### config.mk
export PLATFORM = sky130hd
export DESIGN_NAME = mcs_core_regs
export DESIGN_NICKNAME = d
export VERILOG_FILES = /design/src/mcs_pkg.sv /design/src/mcs_core_regs.sv
export SDC_FILE = /design/constraint.sdc
export NUM_CORES = 1
export LEC_CHECK = 0
export BUFFER_PORTS_ARGS = -buffer_cell sky130_fd_sc_hd__buf_4
export CORE_MARGIN = 4
export CORE_UTILIZATION = 45
export DETAILED_ROUTE_END_ITERATION = 10
export HOLD_SLACK_MARGIN = 0.02
export PLACE_DENSITY_LB_ADDON = 0.2
export SETUP_SLACK_MARGIN = 0.5
export SYNTH_ARGS = -nofsm -noshare
export SYNTH_HDL_FRONTEND = slang
export SYNTH_SLANG_ARGS = --single-unit
### constraint.sdc
create_clock -name ref_clk -period 4.04 [get_ports ref_clk]
set_clock_uncertainty 0.2 [all_clocks]
set_input_delay 0.202 -clock ref_clk [delete_from_list [all_inputs] [get_ports ref_clk]]
set_output_delay 0.202 -clock ref_clk [all_outputs]
set_load 0.05 [all_outputs]
### src/mcs_pkg.sv
package mcs_pkg;

	// ****************************************
	// Register locations
	// ****************************************
	localparam logic [7:0] ADDR_ALU_RESULT_HOLDER = 8'h05;
	localparam logic [7:0] ADDR_PROGRAM_COUNTER_LOW_BYTE = 8'h06;
	localparam logic [7:0] ADDR_TABLE_READ_POINTER = 8'h07;
	localparam logic [7:0] ADDR_TABLE_HIGH_LATCH = 8'h08;
	localparam logic [7:0] ADDR_CORE_FLAGS = 8'h0a;
	localparam logic [7:0] ADDR_IRQ_ENABLE_REG = 8'h0b;
	localparam logic [7:0] ADDR_TIMER_COUNT_VALUE = 8'h0d;
	localparam logic [7:0] ADDR_TIMER_SETUP_REG = 8'h0e;
	localparam logic [7:0] ADDR_PORT_BASE = 8'h12;
	localparam logic [7:0] ADDR_PORT_STRIDE = 8'h02;
	localparam int NUM_PORTS = 4;

	// ****************************************
	// Field positions
	// ****************************************
	localparam int FLAG_WORD_OUTFLOW = 0;
	localparam int FLAG_NIBBLE_OUTFLOW = 1;
	localparam int FLAG_RESULT_NULL = 2;
	localparam int FLAG_SIGNED_WRAP = 3;
	localparam int FLAG_HALT_ENTERED = 4;
	localparam int FLAG_WATCHDOG_EXPIRED = 5;
	localparam logic [7:0] FLAG_SW_MASK = 8'h0f;
	localparam int IRQ_GLOBAL_GATE = 0;
	localparam int IRQ_EXT_ENABLE = 1;
	localparam int IRQ_TIMER_ENABLE = 2;
	localparam logic [7:0] IRQ_ENABLE_MASK = 8'h07;
	localparam int TIMER_RUN_BIT = 4;
	localparam int TIMER_MODE_LSB = 6;
	localparam logic [7:0] TIMER_SETUP_MASK = 8'hd0;

	// ****************************************
	// Reset values
	// ****************************************
	localparam logic [7:0] RST_ZERO = 8'h00;
	localparam logic [7:0] RST_PORT_DATA = 8'h00;
	localparam logic [7:0] RST_PORT_DIRECTION = 8'hff;

	typedef enum logic [3:0] {
		MCS_ALU_NOP = 4'h0,
		MCS_ALU_ADD = 4'h1,
		MCS_ALU_ADC = 4'h2,
		MCS_ALU_SUB = 4'h3,
		MCS_ALU_SBC = 4'h4,
		MCS_ALU_AND = 4'h5,
		MCS_ALU_OR = 4'h6,
		MCS_ALU_XOR = 4'h7,
		MCS_ALU_RLC = 4'h8,
		MCS_ALU_RRC = 4'h9
	} mcs_alu_op_t;

	typedef struct packed {
		logic rd;
		logic wr;
		logic wr_from_acc;
		logic bit_set;
		logic bit_clr;
		logic [2:0] bit_idx;
		logic [7:0] addr;
		logic [7:0] data;
	} mcs_mem_req_t;

	typedef struct packed {
		logic valid;
		mcs_alu_op_t op;
		logic [7:0] operand;
	} mcs_alu_req_t;

	typedef struct packed {
		logic sleep_exec;
		logic watchdog_kick_instruction;
		logic watchdog_timeout;
		logic irq_entry;
		logic irq_return_instruction;
	} mcs_core_evt_t;

	typedef struct packed {
		logic [7:0] acc;
		logic [7:0] program_counter_low_byte;
		logic [7:0] table_read_pointer;
		logic [7:0] table_high_latch;
		logic [7:0] flags;
		logic [7:0] irq_en;
		logic [7:0] tcount;
		logic [7:0] tsetup;
		logic [NUM_PORTS-1:0][7:0] pdata;
		logic [NUM_PORTS-1:0][7:0] pdir;
		logic [NUM_PORTS-1:0][7:0] poe;
		logic [NUM_PORTS-1:0][7:0] sync1;
		logic [NUM_PORTS-1:0][7:0] sync2;
		logic [NUM_PORTS-1:0][7:0] sync3;
		logic [NUM_PORTS-1:0][7:0] pin_lvl;
		logic [7:0] rd_data;
		logic rd_valid;
		logic jump;
		logic dummy;
		logic [7:0] jump_tgt;
		logic fetch;
		logic [7:0] fetch_addr;
		logic low_valid;
		logic [7:0] low_byte;
		logic t_ovf;
	} mcs_state_t;

endpackage : mcs_pkg

### src/mcs_core_regs.sv
`timescale 1ns/1ns
`default_nettype none
module mcs_core_regs import mcs_pkg::*; #(
	parameter int PROG_W = 16
) (
	input wire logic ref_clk,
	input wire logic sys_rst,
	input wire mcs_mem_req_t mem_req,
	input wire mcs_alu_req_t alu_req,
	input wire mcs_core_evt_t core_evt,
	input wire logic tbl_read,
	input wire logic tbl_word_valid,
	input wire logic [PROG_W-1:0] tbl_word,
	input wire logic timer_tick,
	input wire logic [NUM_PORTS*8-1:0] pin_in,
	output logic [7:0] rd_data,
	output logic rd_valid,
	output logic [7:0] alu_result_holder,
	output logic pcl_jump,
	output logic [7:0] pcl_jump_target,
	output logic dummy_cycle,
	output logic tbl_fetch,
	output logic [7:0] tbl_fetch_addr,
	output logic tbl_low_valid,
	output logic [7:0] tbl_low_byte,
	output logic [7:0] core_flags,
	output logic [7:0] irq_enable_reg,
	output logic [7:0] timer_count_value,
	output logic [7:0] timer_setup_reg,
	output logic timer_overflow,
	output logic [NUM_PORTS*8-1:0] pin_out,
	output logic [NUM_PORTS*8-1:0] pin_oe
);

	// ****************************************
	// Helper functions
	// ****************************************
	function automatic logic [7:0] port_view(input logic [7:0] data, input logic [7:0] dir,
		input logic [7:0] lvl);
		// Inputs show the pin, outputs show the latch
		port_view = (dir & lvl) | (~dir & data);
	endfunction : port_view

	function automatic logic [7:0] stored_value(input mcs_state_t s, input logic [7:0] addr);
		stored_value = 8'h00;
		case (addr)
			ADDR_ALU_RESULT_HOLDER: stored_value = s.acc;
			ADDR_PROGRAM_COUNTER_LOW_BYTE: stored_value = s.program_counter_low_byte;
			ADDR_TABLE_READ_POINTER: stored_value = s.table_read_pointer;
			ADDR_TABLE_HIGH_LATCH: stored_value = s.table_high_latch;
			ADDR_CORE_FLAGS: stored_value = s.flags;
			ADDR_IRQ_ENABLE_REG: stored_value = s.irq_en;
			ADDR_TIMER_COUNT_VALUE: stored_value = s.tcount;
			ADDR_TIMER_SETUP_REG: stored_value = s.tsetup;
			default: begin
				for (int i = 0; i < NUM_PORTS; i++) begin
					if (addr == ADDR_PORT_BASE + 8'(i) * ADDR_PORT_STRIDE) begin
						stored_value = s.pdata[i];
					end
					if (addr == ADDR_PORT_BASE + 8'(i) * ADDR_PORT_STRIDE + 8'h01) begin
						stored_value = s.pdir[i];
					end
				end
			end
		endcase
	endfunction : stored_value

	function automatic logic [7:0] read_value(input mcs_state_t s, input logic [7:0] addr);
		read_value = stored_value(s, addr);
		for (int i = 0; i < NUM_PORTS; i++) begin
			if (addr == ADDR_PORT_BASE + 8'(i) * ADDR_PORT_STRIDE) begin
				read_value = port_view(s.pdata[i], s.pdir[i], s.pin_lvl[i]);
			end
		end
	endfunction : read_value

	// Read-modify-write for single-bit instructions acts on the latch, not the pin
	function automatic logic [7:0] merge_bits(input logic [7:0] old, input mcs_mem_req_t r,
		input logic [7:0] acc);
		logic [7:0] m;
		m = 8'h01 << r.bit_idx;
		if (r.bit_set) begin
			merge_bits = old | m;
		end else if (r.bit_clr) begin
			merge_bits = old & ~m;
		end else if (r.wr_from_acc) begin
			merge_bits = acc;
		end else begin
			merge_bits = r.data;
		end
	endfunction : merge_bits

	// Returns {new flags, result}; halt and watchdog bits pass through
	function automatic logic [15:0] alu_exec(input mcs_alu_op_t op, input logic [7:0] a,
		input logic [7:0] b, input logic [7:0] f);
		logic [8:0] sum;
		logic [4:0] low;
		logic [7:0] low7;
		logic [7:0] bb;
		logic [7:0] res;
		logic [7:0] nf;
		logic cin;
		sum = 9'h000;
		low = 5'h00;
		low7 = 8'h00;
		bb = b;
		res = a;
		nf = f;
		cin = 1'b0;
		case (op)
			MCS_ALU_ADD, MCS_ALU_ADC, MCS_ALU_SUB, MCS_ALU_SBC: begin
				// Subtraction is addition of the complement, so carry means no borrow
				bb = (op == MCS_ALU_SUB || op == MCS_ALU_SBC) ? ~b : b;
				cin = (op == MCS_ALU_SUB) ? 1'b1 :
					(op == MCS_ALU_ADD) ? 1'b0 : f[FLAG_WORD_OUTFLOW];
				sum = {1'b0, a} + {1'b0, bb} + {8'h00, cin};
				low = {1'b0, a[3:0]} + {1'b0, bb[3:0]} + {4'h0, cin};
				low7 = {1'b0, a[6:0]} + {1'b0, bb[6:0]} + {7'h00, cin};
				res = sum[7:0];
				nf[FLAG_WORD_OUTFLOW] = sum[8];
				nf[FLAG_NIBBLE_OUTFLOW] = low[4];
				nf[FLAG_SIGNED_WRAP] = low7[7] ^ sum[8];
				nf[FLAG_RESULT_NULL] = (res == 8'h00);
			end
			MCS_ALU_AND, MCS_ALU_OR, MCS_ALU_XOR: begin
				res = (op == MCS_ALU_AND) ? (a & b) : (op == MCS_ALU_OR) ? (a | b) : (a ^ b);
				nf[FLAG_RESULT_NULL] = (res == 8'h00);
			end
			MCS_ALU_RLC: begin
				res = {a[6:0], f[FLAG_WORD_OUTFLOW]};
				nf[FLAG_WORD_OUTFLOW] = a[7];
			end
			MCS_ALU_RRC: begin
				res = {f[FLAG_WORD_OUTFLOW], a[7:1]};
				nf[FLAG_WORD_OUTFLOW] = a[0];
			end
			default: begin
				res = a;
			end
		endcase
		alu_exec = {nf, res};
	endfunction : alu_exec

	// ****************************************
	// State
	// ****************************************
	mcs_state_t state_reg;
	mcs_state_t state_next;

	always_comb begin
		logic [7:0] wval;
		logic [15:0] alu_out;
		logic [8:0] tnext;
		wval = merge_bits(stored_value(state_reg, mem_req.addr), mem_req, state_reg.acc);
		alu_out = alu_exec(alu_req.op, state_reg.acc, alu_req.operand, state_reg.flags);
		tnext = {1'b0, state_reg.tcount} + 9'h001;
		state_next = state_reg;
		state_next.jump = 1'b0;
		state_next.fetch = 1'b0;
		state_next.low_valid = 1'b0;
		state_next.rd_valid = 1'b0;
		state_next.t_ovf = 1'b0;
		state_next.dummy = state_reg.jump;

		// Pins: three stages; a rise counts once stages two and three agree, any disagreement between them clears the level
		state_next.sync1 = pin_in;
		state_next.sync2 = state_reg.sync1;
		state_next.sync3 = state_reg.sync2;
		state_next.pin_lvl = (state_reg.sync2 & state_reg.sync3) |
			(state_reg.pin_lvl & ~(state_reg.sync2 ^ state_reg.sync3));

		if (mem_req.rd) begin
			state_next.rd_valid = 1'b1;
			state_next.rd_data = read_value(state_reg, mem_req.addr);
		end

		// Timer runs before writes so a preload in the same cycle wins
		if (state_reg.tsetup[TIMER_RUN_BIT] && timer_tick) begin
			state_next.tcount = tnext[7:0];
			state_next.t_ovf = tnext[8];
		end

		if (mem_req.wr || mem_req.bit_set || mem_req.bit_clr) begin
			case (mem_req.addr)
				ADDR_ALU_RESULT_HOLDER: state_next.acc = wval;
				ADDR_PROGRAM_COUNTER_LOW_BYTE: begin
					// Only the low byte moves, so the target stays in the current page
					state_next.program_counter_low_byte = wval;
					state_next.jump = 1'b1;
					state_next.jump_tgt = wval;
				end
				ADDR_TABLE_READ_POINTER: state_next.table_read_pointer = wval;
				ADDR_CORE_FLAGS: begin
					state_next.flags = (wval & FLAG_SW_MASK) |
						(state_reg.flags & ~FLAG_SW_MASK);
				end
				ADDR_IRQ_ENABLE_REG: state_next.irq_en = wval & IRQ_ENABLE_MASK;
				ADDR_TIMER_COUNT_VALUE: state_next.tcount = wval;
				ADDR_TIMER_SETUP_REG: state_next.tsetup = wval & TIMER_SETUP_MASK;
				default: begin
					for (int i = 0; i < NUM_PORTS; i++) begin
						if (mem_req.addr == ADDR_PORT_BASE + 8'(i) * ADDR_PORT_STRIDE) begin
							state_next.pdata[i] = wval;
						end
						if (mem_req.addr == ADDR_PORT_BASE + 8'(i) * ADDR_PORT_STRIDE + 8'h01) begin
							state_next.pdir[i] = wval;
						end
					end
				end
			endcase
		end

		// ALU result goes to the accumulator; it overrides a plain write there
		if (alu_req.valid && alu_req.op != MCS_ALU_NOP) begin
			state_next.acc = alu_out[7:0];
			state_next.flags[FLAG_SIGNED_WRAP:0] = alu_out[8+FLAG_SIGNED_WRAP:8];
		end

		// Clears first, then sets, so a set in the same cycle is never lost
		if (core_evt.watchdog_kick_instruction) begin
			state_next.flags[FLAG_HALT_ENTERED] = 1'b0;
			state_next.flags[FLAG_WATCHDOG_EXPIRED] = 1'b0;
		end
		if (core_evt.sleep_exec) begin
			state_next.flags[FLAG_WATCHDOG_EXPIRED] = 1'b0;
			state_next.flags[FLAG_HALT_ENTERED] = 1'b1;
		end
		if (core_evt.watchdog_timeout) begin
			state_next.flags[FLAG_WATCHDOG_EXPIRED] = 1'b1;
		end

		// Entry only drops the gate; flags are left for software to save
		if (core_evt.irq_entry) begin
			state_next.irq_en[IRQ_GLOBAL_GATE] = 1'b0;
		end
		if (core_evt.irq_return_instruction) begin
			state_next.irq_en[IRQ_GLOBAL_GATE] = 1'b1;
		end

		if (tbl_read) begin
			state_next.fetch = 1'b1;
			state_next.fetch_addr = state_reg.table_read_pointer;
		end
		if (tbl_word_valid) begin
			state_next.table_high_latch = 8'(tbl_word >> 8);
			state_next.low_byte = tbl_word[7:0];
			state_next.low_valid = 1'b1;
		end

		state_next.poe = ~state_next.pdir;
	end

	always_ff @(posedge ref_clk) begin
		if (sys_rst) begin
			state_reg <= '0;
			state_reg.acc <= RST_ZERO;
			state_reg.flags <= RST_ZERO;
			state_reg.irq_en <= RST_ZERO;
			state_reg.tsetup <= RST_ZERO;
			state_reg.pdata <= {NUM_PORTS{RST_PORT_DATA}};
			state_reg.pdir <= {NUM_PORTS{RST_PORT_DIRECTION}};
			state_reg.poe <= {NUM_PORTS{~RST_PORT_DIRECTION}};
		end else begin
			state_reg <= state_next;
		end
	end

	// ****************************************
	// Outputs
	// ****************************************
	assign rd_data = state_reg.rd_data;
	assign rd_valid = state_reg.rd_valid;
	assign alu_result_holder = state_reg.acc;
	assign pcl_jump = state_reg.jump;
	assign pcl_jump_target = state_reg.jump_tgt;
	assign dummy_cycle = state_reg.dummy;
	assign tbl_fetch = state_reg.fetch;
	assign tbl_fetch_addr = state_reg.fetch_addr;
	assign tbl_low_valid = state_reg.low_valid;
	assign tbl_low_byte = state_reg.low_byte;
	assign core_flags = state_reg.flags;
	assign irq_enable_reg = state_reg.irq_en;
	assign timer_count_value = state_reg.tcount;
	assign timer_setup_reg = state_reg.tsetup;
	assign timer_overflow = state_reg.t_ovf;
	assign pin_out = state_reg.pdata;
	assign pin_oe = state_reg.poe;

endmodule : mcs_core_regs
`default_nettype wire

==> results of run 1 <==
## routing by layer
layer,up-vias,share of wire
met5,-,0
met4,0,0.025
met3,88,0.085
met2,478,0.45
met1,6040,0.44
li1,5961,-
## logic make-up after synthesis
| kind of cell | count (synthesis) |
|---|---|
| buffers and inverters | 307 |
| multiplexers | 109 |
| XOR/XNOR | 22 |
| other | 1 |
| AO/OA/AOI/OAI | 350 |
| AND/OR/NAND/NOR | 517 |
| adder cells (fa/ha/maj) | 58 |
| flip-flops | 306 |
## stage by stage
| stage | setup slack, ps | cell area [sq um] | utilization |
|---|---|---|---|
| 6_report | 684 | 18200 | 0.555 |
| 5_1_grt | 503 | 18200 | 0.555 |
| 4_1_cts | 639 | 18100 | 0.555 |
| 3_5_place_dp | 577 | 16100 | 0.494 |
| 3_3_place_gp | 466 | 16100 | 0.494 |
| 2_1_floorplan | 545 | 15000 | - |
## power groups by stage
stage	clock (uW)	combinational, uW	sequential [uW]
2_1_floorplan	0	622	3200
3_3_place_gp	0	858	3230
3_5_place_dp	0	862	3230
4_1_cts	3370	932	3160
5_1_grt	3500	1020	3170
6_report	3310	945	3160
## worst paths after layout
check | startpoint | endpoint | slack, ps | cells past startpoint
worst max-delay path | alu_req[9] | core_flags[3]$_SDFFE_PP0P_ | 680 | 16
worst min-delay path | alu_req[11] | core_flags[0]$_SDFFE_PP0P_ | 60 | 5
worst max register to register | alu_result_holder[0]$_SDFFE_PP0P_ | irq_enable_reg[0]$_SDFFE_PP0P_ | 730 | 9
worst min register to register | state_next[102]$_SDFF_PP0_ | state_next[70]$_SDFF_PP0_ | 230 | 1
## synth_stat cells, types with 15 or more instances
cell / instances / area share
dfxtp_1: 306 / 0.41
a22o_1: 15 / 0.0088
ha_1: 56 / 0.047
nor2_1: 186 / 0.047
nor2b_1: 118 / 0.049
mux2i_1: 83 / 0.055
mux2_2: 25 / 0.019
nand2b_1: 25 / 0.010
buf_2: 25 / 0.0084
a21oi_1: 90 / 0.030
a22oi_1: 19 / 0.0095
xnor2_1: 15 / 0.0088
o21ai_0: 38 / 0.013
clkbuf_1: 66 / 0.017
a211oi_1: 59 / 0.030
inv_1: 70 / 0.018
nor3_1: 23 / 0.0077
nand2_1: 77 / 0.019
nand3_1: 28 / 0.0094
buf_4: 137 / 0.069
## final cells by class
type                    count  area share
clock buffers              46      0.0549
multi-input cells        1068       0.396
well taps                 442      0.0305
repair buffers            342       0.154
inverters                  70      0.0145
clock inverters            15      0.0128
flip-flops and latches    306       0.337
## worst max-delay path, cell delays in order
cell and delay, ps:
dlygate4sd3_1 530, buf_4 170, nor2_2 150, nand2_1 90
a21oi_2 120, buf_4 190, xnor2_1 90, fa_1 420
fa_1 450, a21oi_2 180, o2111ai_1 190, a21oi_1 200
o21ba_2 180, xnor2_1 70, a31oi_1 190, a21oi_1 90
## timing repair
item	4_1_cts	5_1_grt
setup buffers	0	0
setup endpoints to repair	0	5
hold buffers	77	0
hold endpoints to repair	73	0
resized for setup	0	3
==> results.yml, run 1 <==
layout:
  largest_reg_flops: 108
  diodes: 0
  final_common_cell: "dfxtp_1"
  multi_input_area_sq_mm: 0.00720
  drive_gt1_frac: 0.210
  nFillCells: 3007
  stdcell_count: 2289
  nets: 1975
  layout_common_cells: "306 x dfxtp_1, 262 x buf_4, 185 x nor2_1, 118 x nor2b_1, 88 x a21oi_1"
  area_growth_syn_to_layout_pct: 21.2
  ff_latch_area_sq_mm: 0.00613
grt:
  use_met2: 0.410
  grt_overflow: 0
  grt_antenna_before_repair: 0
  top_usage_layer: "met2"
  grt_first_pass_wirelength_microns: 73600
  grt_pass1_vias: 12000
  grt_max_degree: 152
  met3_usage: 0.0632
  use_met1: 0.362
  track_usage: 0.261
die:
  die_height_microns: 190
  io_pins: 237
  start_util: 0.458
  dieArea_sq_mm: 0.0363
  coreArea_sq_mm: 0.0327
  num_rows: 66
  die_x_microns: 190
synthesis:
  synth_compound_area_frac: 0.164
  synth_top_family_by_area: "simple AND/OR/NAND/NOR gates"
  syn_area_sq_mm: 0.0150
  netlist_instances: 1670
  ys_seq_elements: 306
  synthAdderAreaFrac: 0.0495
  synth.area.mux_share: 0.0758
  synth_edf_count: 0
  synth_cell_types: 85
  synth-main-ff-cell: "dfxtp_1"
  ys.warnings.count: 0
  syn_avg_cell_area_sq_um: 8.97
  synthSimpleGateAreaFrac: 0.174
  yosysSeqAreaShare: 0.409
  ys_async_sr_fraction: 0
  yosys.area_share.xor_xnor: 0.0129
sta:
  finalHoldViolations: 0
  rsz0062_at_grt: "false"
  min_period_over_period: 0.831
  finalSetupTns_ps: 0
  whs_ps: 55.1
  relSlewSlack: 0.320
  period_needed_ps: 3360
  worst_pin_slew_ps: 1020
  drv_slew: 0
  max_clock_freq_ghz: 0.298
  setup-violations-final: 0
clock_tree:
  cts_buffers: 34
  cts_tree: "done"
  cts.path.max_buffers: 3
  clock_latency_ps: 530
  cts_root_buf: "clkbuf_16"
  clkSinkCount: 306
  cts-htree-levels: 2
  clk_pin_slew_ps: 60
routing:
  routed_wl_microns: 48900
  detail-route-antenna-nets: 0
  wl_per_cell_microns: 21.3
  drcViolationCount: 0
  vias: 12600
  first_pass_iters: 5
  viasPerCell: 5.49
  first_iter_violations: 1065
min_path:
  holdCritPathClass: "in2reg"
pwr:
  p_switching_uw: 1940
  clockPowerShare: 0.446
  vdd_drop_max_mv: 0.297
  power_frac_comb: 0.127
  cell_internal_pwr_uw: 5480
  sequentialPowerShare: 0.426
  p_leak_uw: 0.00769
  power_uw: 7420
  p_per_area_mw_per_mm2: 409
  switching_share: 0.262
place:
  gp_congestion: 0.977
  io_buffer_count: 224
  numPlacedInstances: 2151
  dp_hpwl_microns: 36000
critical_path:
  crit_type: "in2reg"
  end_kind: "flip-flop"
  crit_required_ps: 4200
  cp-start-kind: "input pin"
  cp.arrival_ps: 3510
  cp_max_fo: 10
run_status:
  status: "finished, final reports clean"
job:
  drv_cap: 0
(Power assumes the default switching activity.)
==> run 2: changes to the inputs <==
==> constraint.sdc (replaced) <==
create_clock -name ref_clk -period 2.72 [get_ports ref_clk]
set_clock_uncertainty 0.2 [all_clocks]
set_input_delay 0.136 -clock ref_clk [delete_from_list [all_inputs] [get_ports ref_clk]]
set_output_delay 0.136 -clock ref_clk [all_outputs]
set_load 0.05 [all_outputs]
==> run 2 against run 1 <==
Net effect:
- combinational power rose by 90%
- cell count rose by 7.3%
- sequential share of layout area is 3.3 points lower
- power is 51% higher
- global-route usage increased by 1.7 points
- register-to-register slack got worse by 680 ps
==> results.yml, run 2 (synthesized netlist as in run 1, its figures left out) <==
run_status:
  status: "finished, final reports clean"
grt:
  grt_max_degree: 126
  grt_pass1_vias: 12900
  grt_overflow: 0
  grt_antenna_before_repair: 1
  grt_first_pass_wirelength_microns: 77900
  track_usage: 0.277
layout:
  drive_gt1_frac: 0.328
  area_growth_syn_to_layout_pct: 35.2
  nets: 2142
  final_common_cell: "buf_4"
  layout_common_cells: "404 x buf_4, 288 x dfxtp_1, 179 x nor2_1, 117 x nor2b_1, 82 x dlygate4sd3_1"
  largest_reg_flops: 108
clock_tree:
  clkSinkCount: 306
  cts_buffers: 34
  clock_latency_ps: 510
  cts.path.max_buffers: 3
  cts_tree: "done"
  cts-htree-levels: 2
  cts_root_buf: "clkbuf_16"
  clk_pin_slew_ps: 50
routing:
  detail-route-antenna-nets: 0
  wl_per_cell_microns: 21.0
  first_pass_iters: 5
  routed_wl_microns: 51600
  vias: 13200
  first_iter_violations: 1190
  drcViolationCount: 0
  viasPerCell: 5.38
critical_path:
  cp.arrival_ps: 2900
  crit_buf_inv: 0
  critPathMaxStageDelay_ps: 390
  end_kind: "flip-flop"
  crit_type: "reg2reg"
  crit_required_ps: 2960
  reg2reg_slack_ps: 50
  cp_slowest_cell: "fa_2"
  cp_max_fo: 2
  r2r_cells: 10
  cp_top_family: "compound AO/OA/AOI/OAI gates"
  reg2reg_to: "core_flags[3]$_SDFFE_PP0P_"
  cp_cell_sequence: "mux2_4 -> fa_2 -> fa_2 -> a21oi_4 -> o2111ai_2 -> a21oi_2 -> o21ba_4 -> xnor2_2 -> a31oi_1 -> a21oi_1"
  r2r-start: "core_flags[0]$_SDFFE_PP0P_"
  cp-start-kind: "flip-flop"
  worst_path_most_repeated_cell: "fa_2"
place:
  io_buffer_count: 224
  dp_slack_ps: -362
  gp_congestion: 0.987
  dp_hpwl_microns: 38700
sta:
  finalHoldViolations: 0
  layout_setup_ws_ps: 53.1
  setup-violations-final: 0
  relSlewSlack: 0.546
  drv_slew: 0
  worst_pin_slew_ps: 681
  max_clock_freq_ghz: 0.375
  rsz0062_at_grt: "true"
  period_needed_ps: 2670
  min_period_over_period: 0.980
die:
  coreArea_sq_mm: 0.0327
  num_rows: 66
  dieArea_sq_mm: 0.0363
  io_pins: 237
  die_height_microns: 190
  die_x_microns: 190
  start_util: 0.458
min_path:
  hold_end: "core_flags[0]$_SDFFE_PP0P_"
  hold_depth: 5
  min_from: "alu_req[9]"
  holdCritPathClass: "in2reg"
pwr:
  p_per_area_mw_per_mm2: 554
  power_uw: 11200
  vdd_drop_max_mv: 0.613
  p_leak_uw: 0.00872
job:
  drv_cap: 0
==> run 2: per-stage QoR <==
stage,hold slack [ps],utilization,area (sq um),instances,setup TNS [ps]
2_1_floorplan,53.4,-,15500,1681,-178
3_5_place_dp,150,0.539,17600,2290,-6960
4_1_cts,22.6,0.608,19900,2447,0
6_report,50.1,0.619,20200,2456,0
5_1_grt,77.3,0.619,20200,2456,-204
3_3_place_gp,142,0.539,17600,2290,-6800
==> run 2: worst reg2reg max path: cells and delay by family (launching register included) <==
kind                       cells  cell delay, ps
xor gates and xnor gates       1             110
DFF                            1             320
AOI/OAI and AO/OA              6             940
adders and majority gates      2             760
muxes                          1             260
==> run 2: area by class of cell <==
| class | instances | area [sq um] |
|---|---|---|
| Inverter | 70 | 263 |
| Fill cell | 2807 | 12500 |
| Clock buffer | 41 | 938 |
| Clock inverter | 19 | 230 |
| Antenna cell | 1 | 2.50 |
| Timing Repair Buffer | 508 | 4200 |
| Tap cell | 442 | 553 |
| Sequential cell | 306 | 6160 |
| Multi-Input combinational cell | 1069 | 7900 |
==> run 2: power breakdown <==
group | internal [uW] | switching, uW | leakage [uW] | total [uW]
logic | 800 | 999 | 0.00566 | 1800
clock network | 2870 | 1880 | 0.000566 | 4740
registers | 4590 | 83.9 | 0.00250 | 4680
==> run 2: worst max path at each step <==
stage                               start  cells after the start                           endpoint
2_1_floorplan                  alu_req[8]                     14         core_flags[3]$_SDFFE_PP0P_
3_3_place_gp                  mem_req[10]                     10    pcl_jump_target[1]$_SDFFE_PP0P_
3_5_place_dp                  mem_req[10]                     10     irq_enable_reg[1]$_SDFFE_PP0P_
4_1_cts        core_flags[0]$_SDFFE_PP0P_                     10         core_flags[3]$_SDFFE_PP0P_
5_1_grt        core_flags[0]$_SDFFE_PP0P_                      9  alu_result_holder[6]$_SDFFE_PP0P_
6_report       core_flags[0]$_SDFFE_PP0P_                     10         core_flags[3]$_SDFFE_PP0P_
==> run 2: what timing repair did <==
action	CTS	global route
hold endpoints to repair	133	0
setup buffers	14	8
hold buffers	82	0
resized for setup	32	71
setup endpoints to repair	103	104
pin swaps	31	30
gates cloned	1	0
==> run 2: layer usage <==
layer | share of wire | routed length [microns] | track usage
met5 | 0 | 0 | 0
met4 | 0.030 | 1530 | 0.0925
met3 | 0.088 | 4550 | 0.0628
met2 | 0.44 | 22700 | 0.422
met1 | 0.44 | 22900 | 0.391
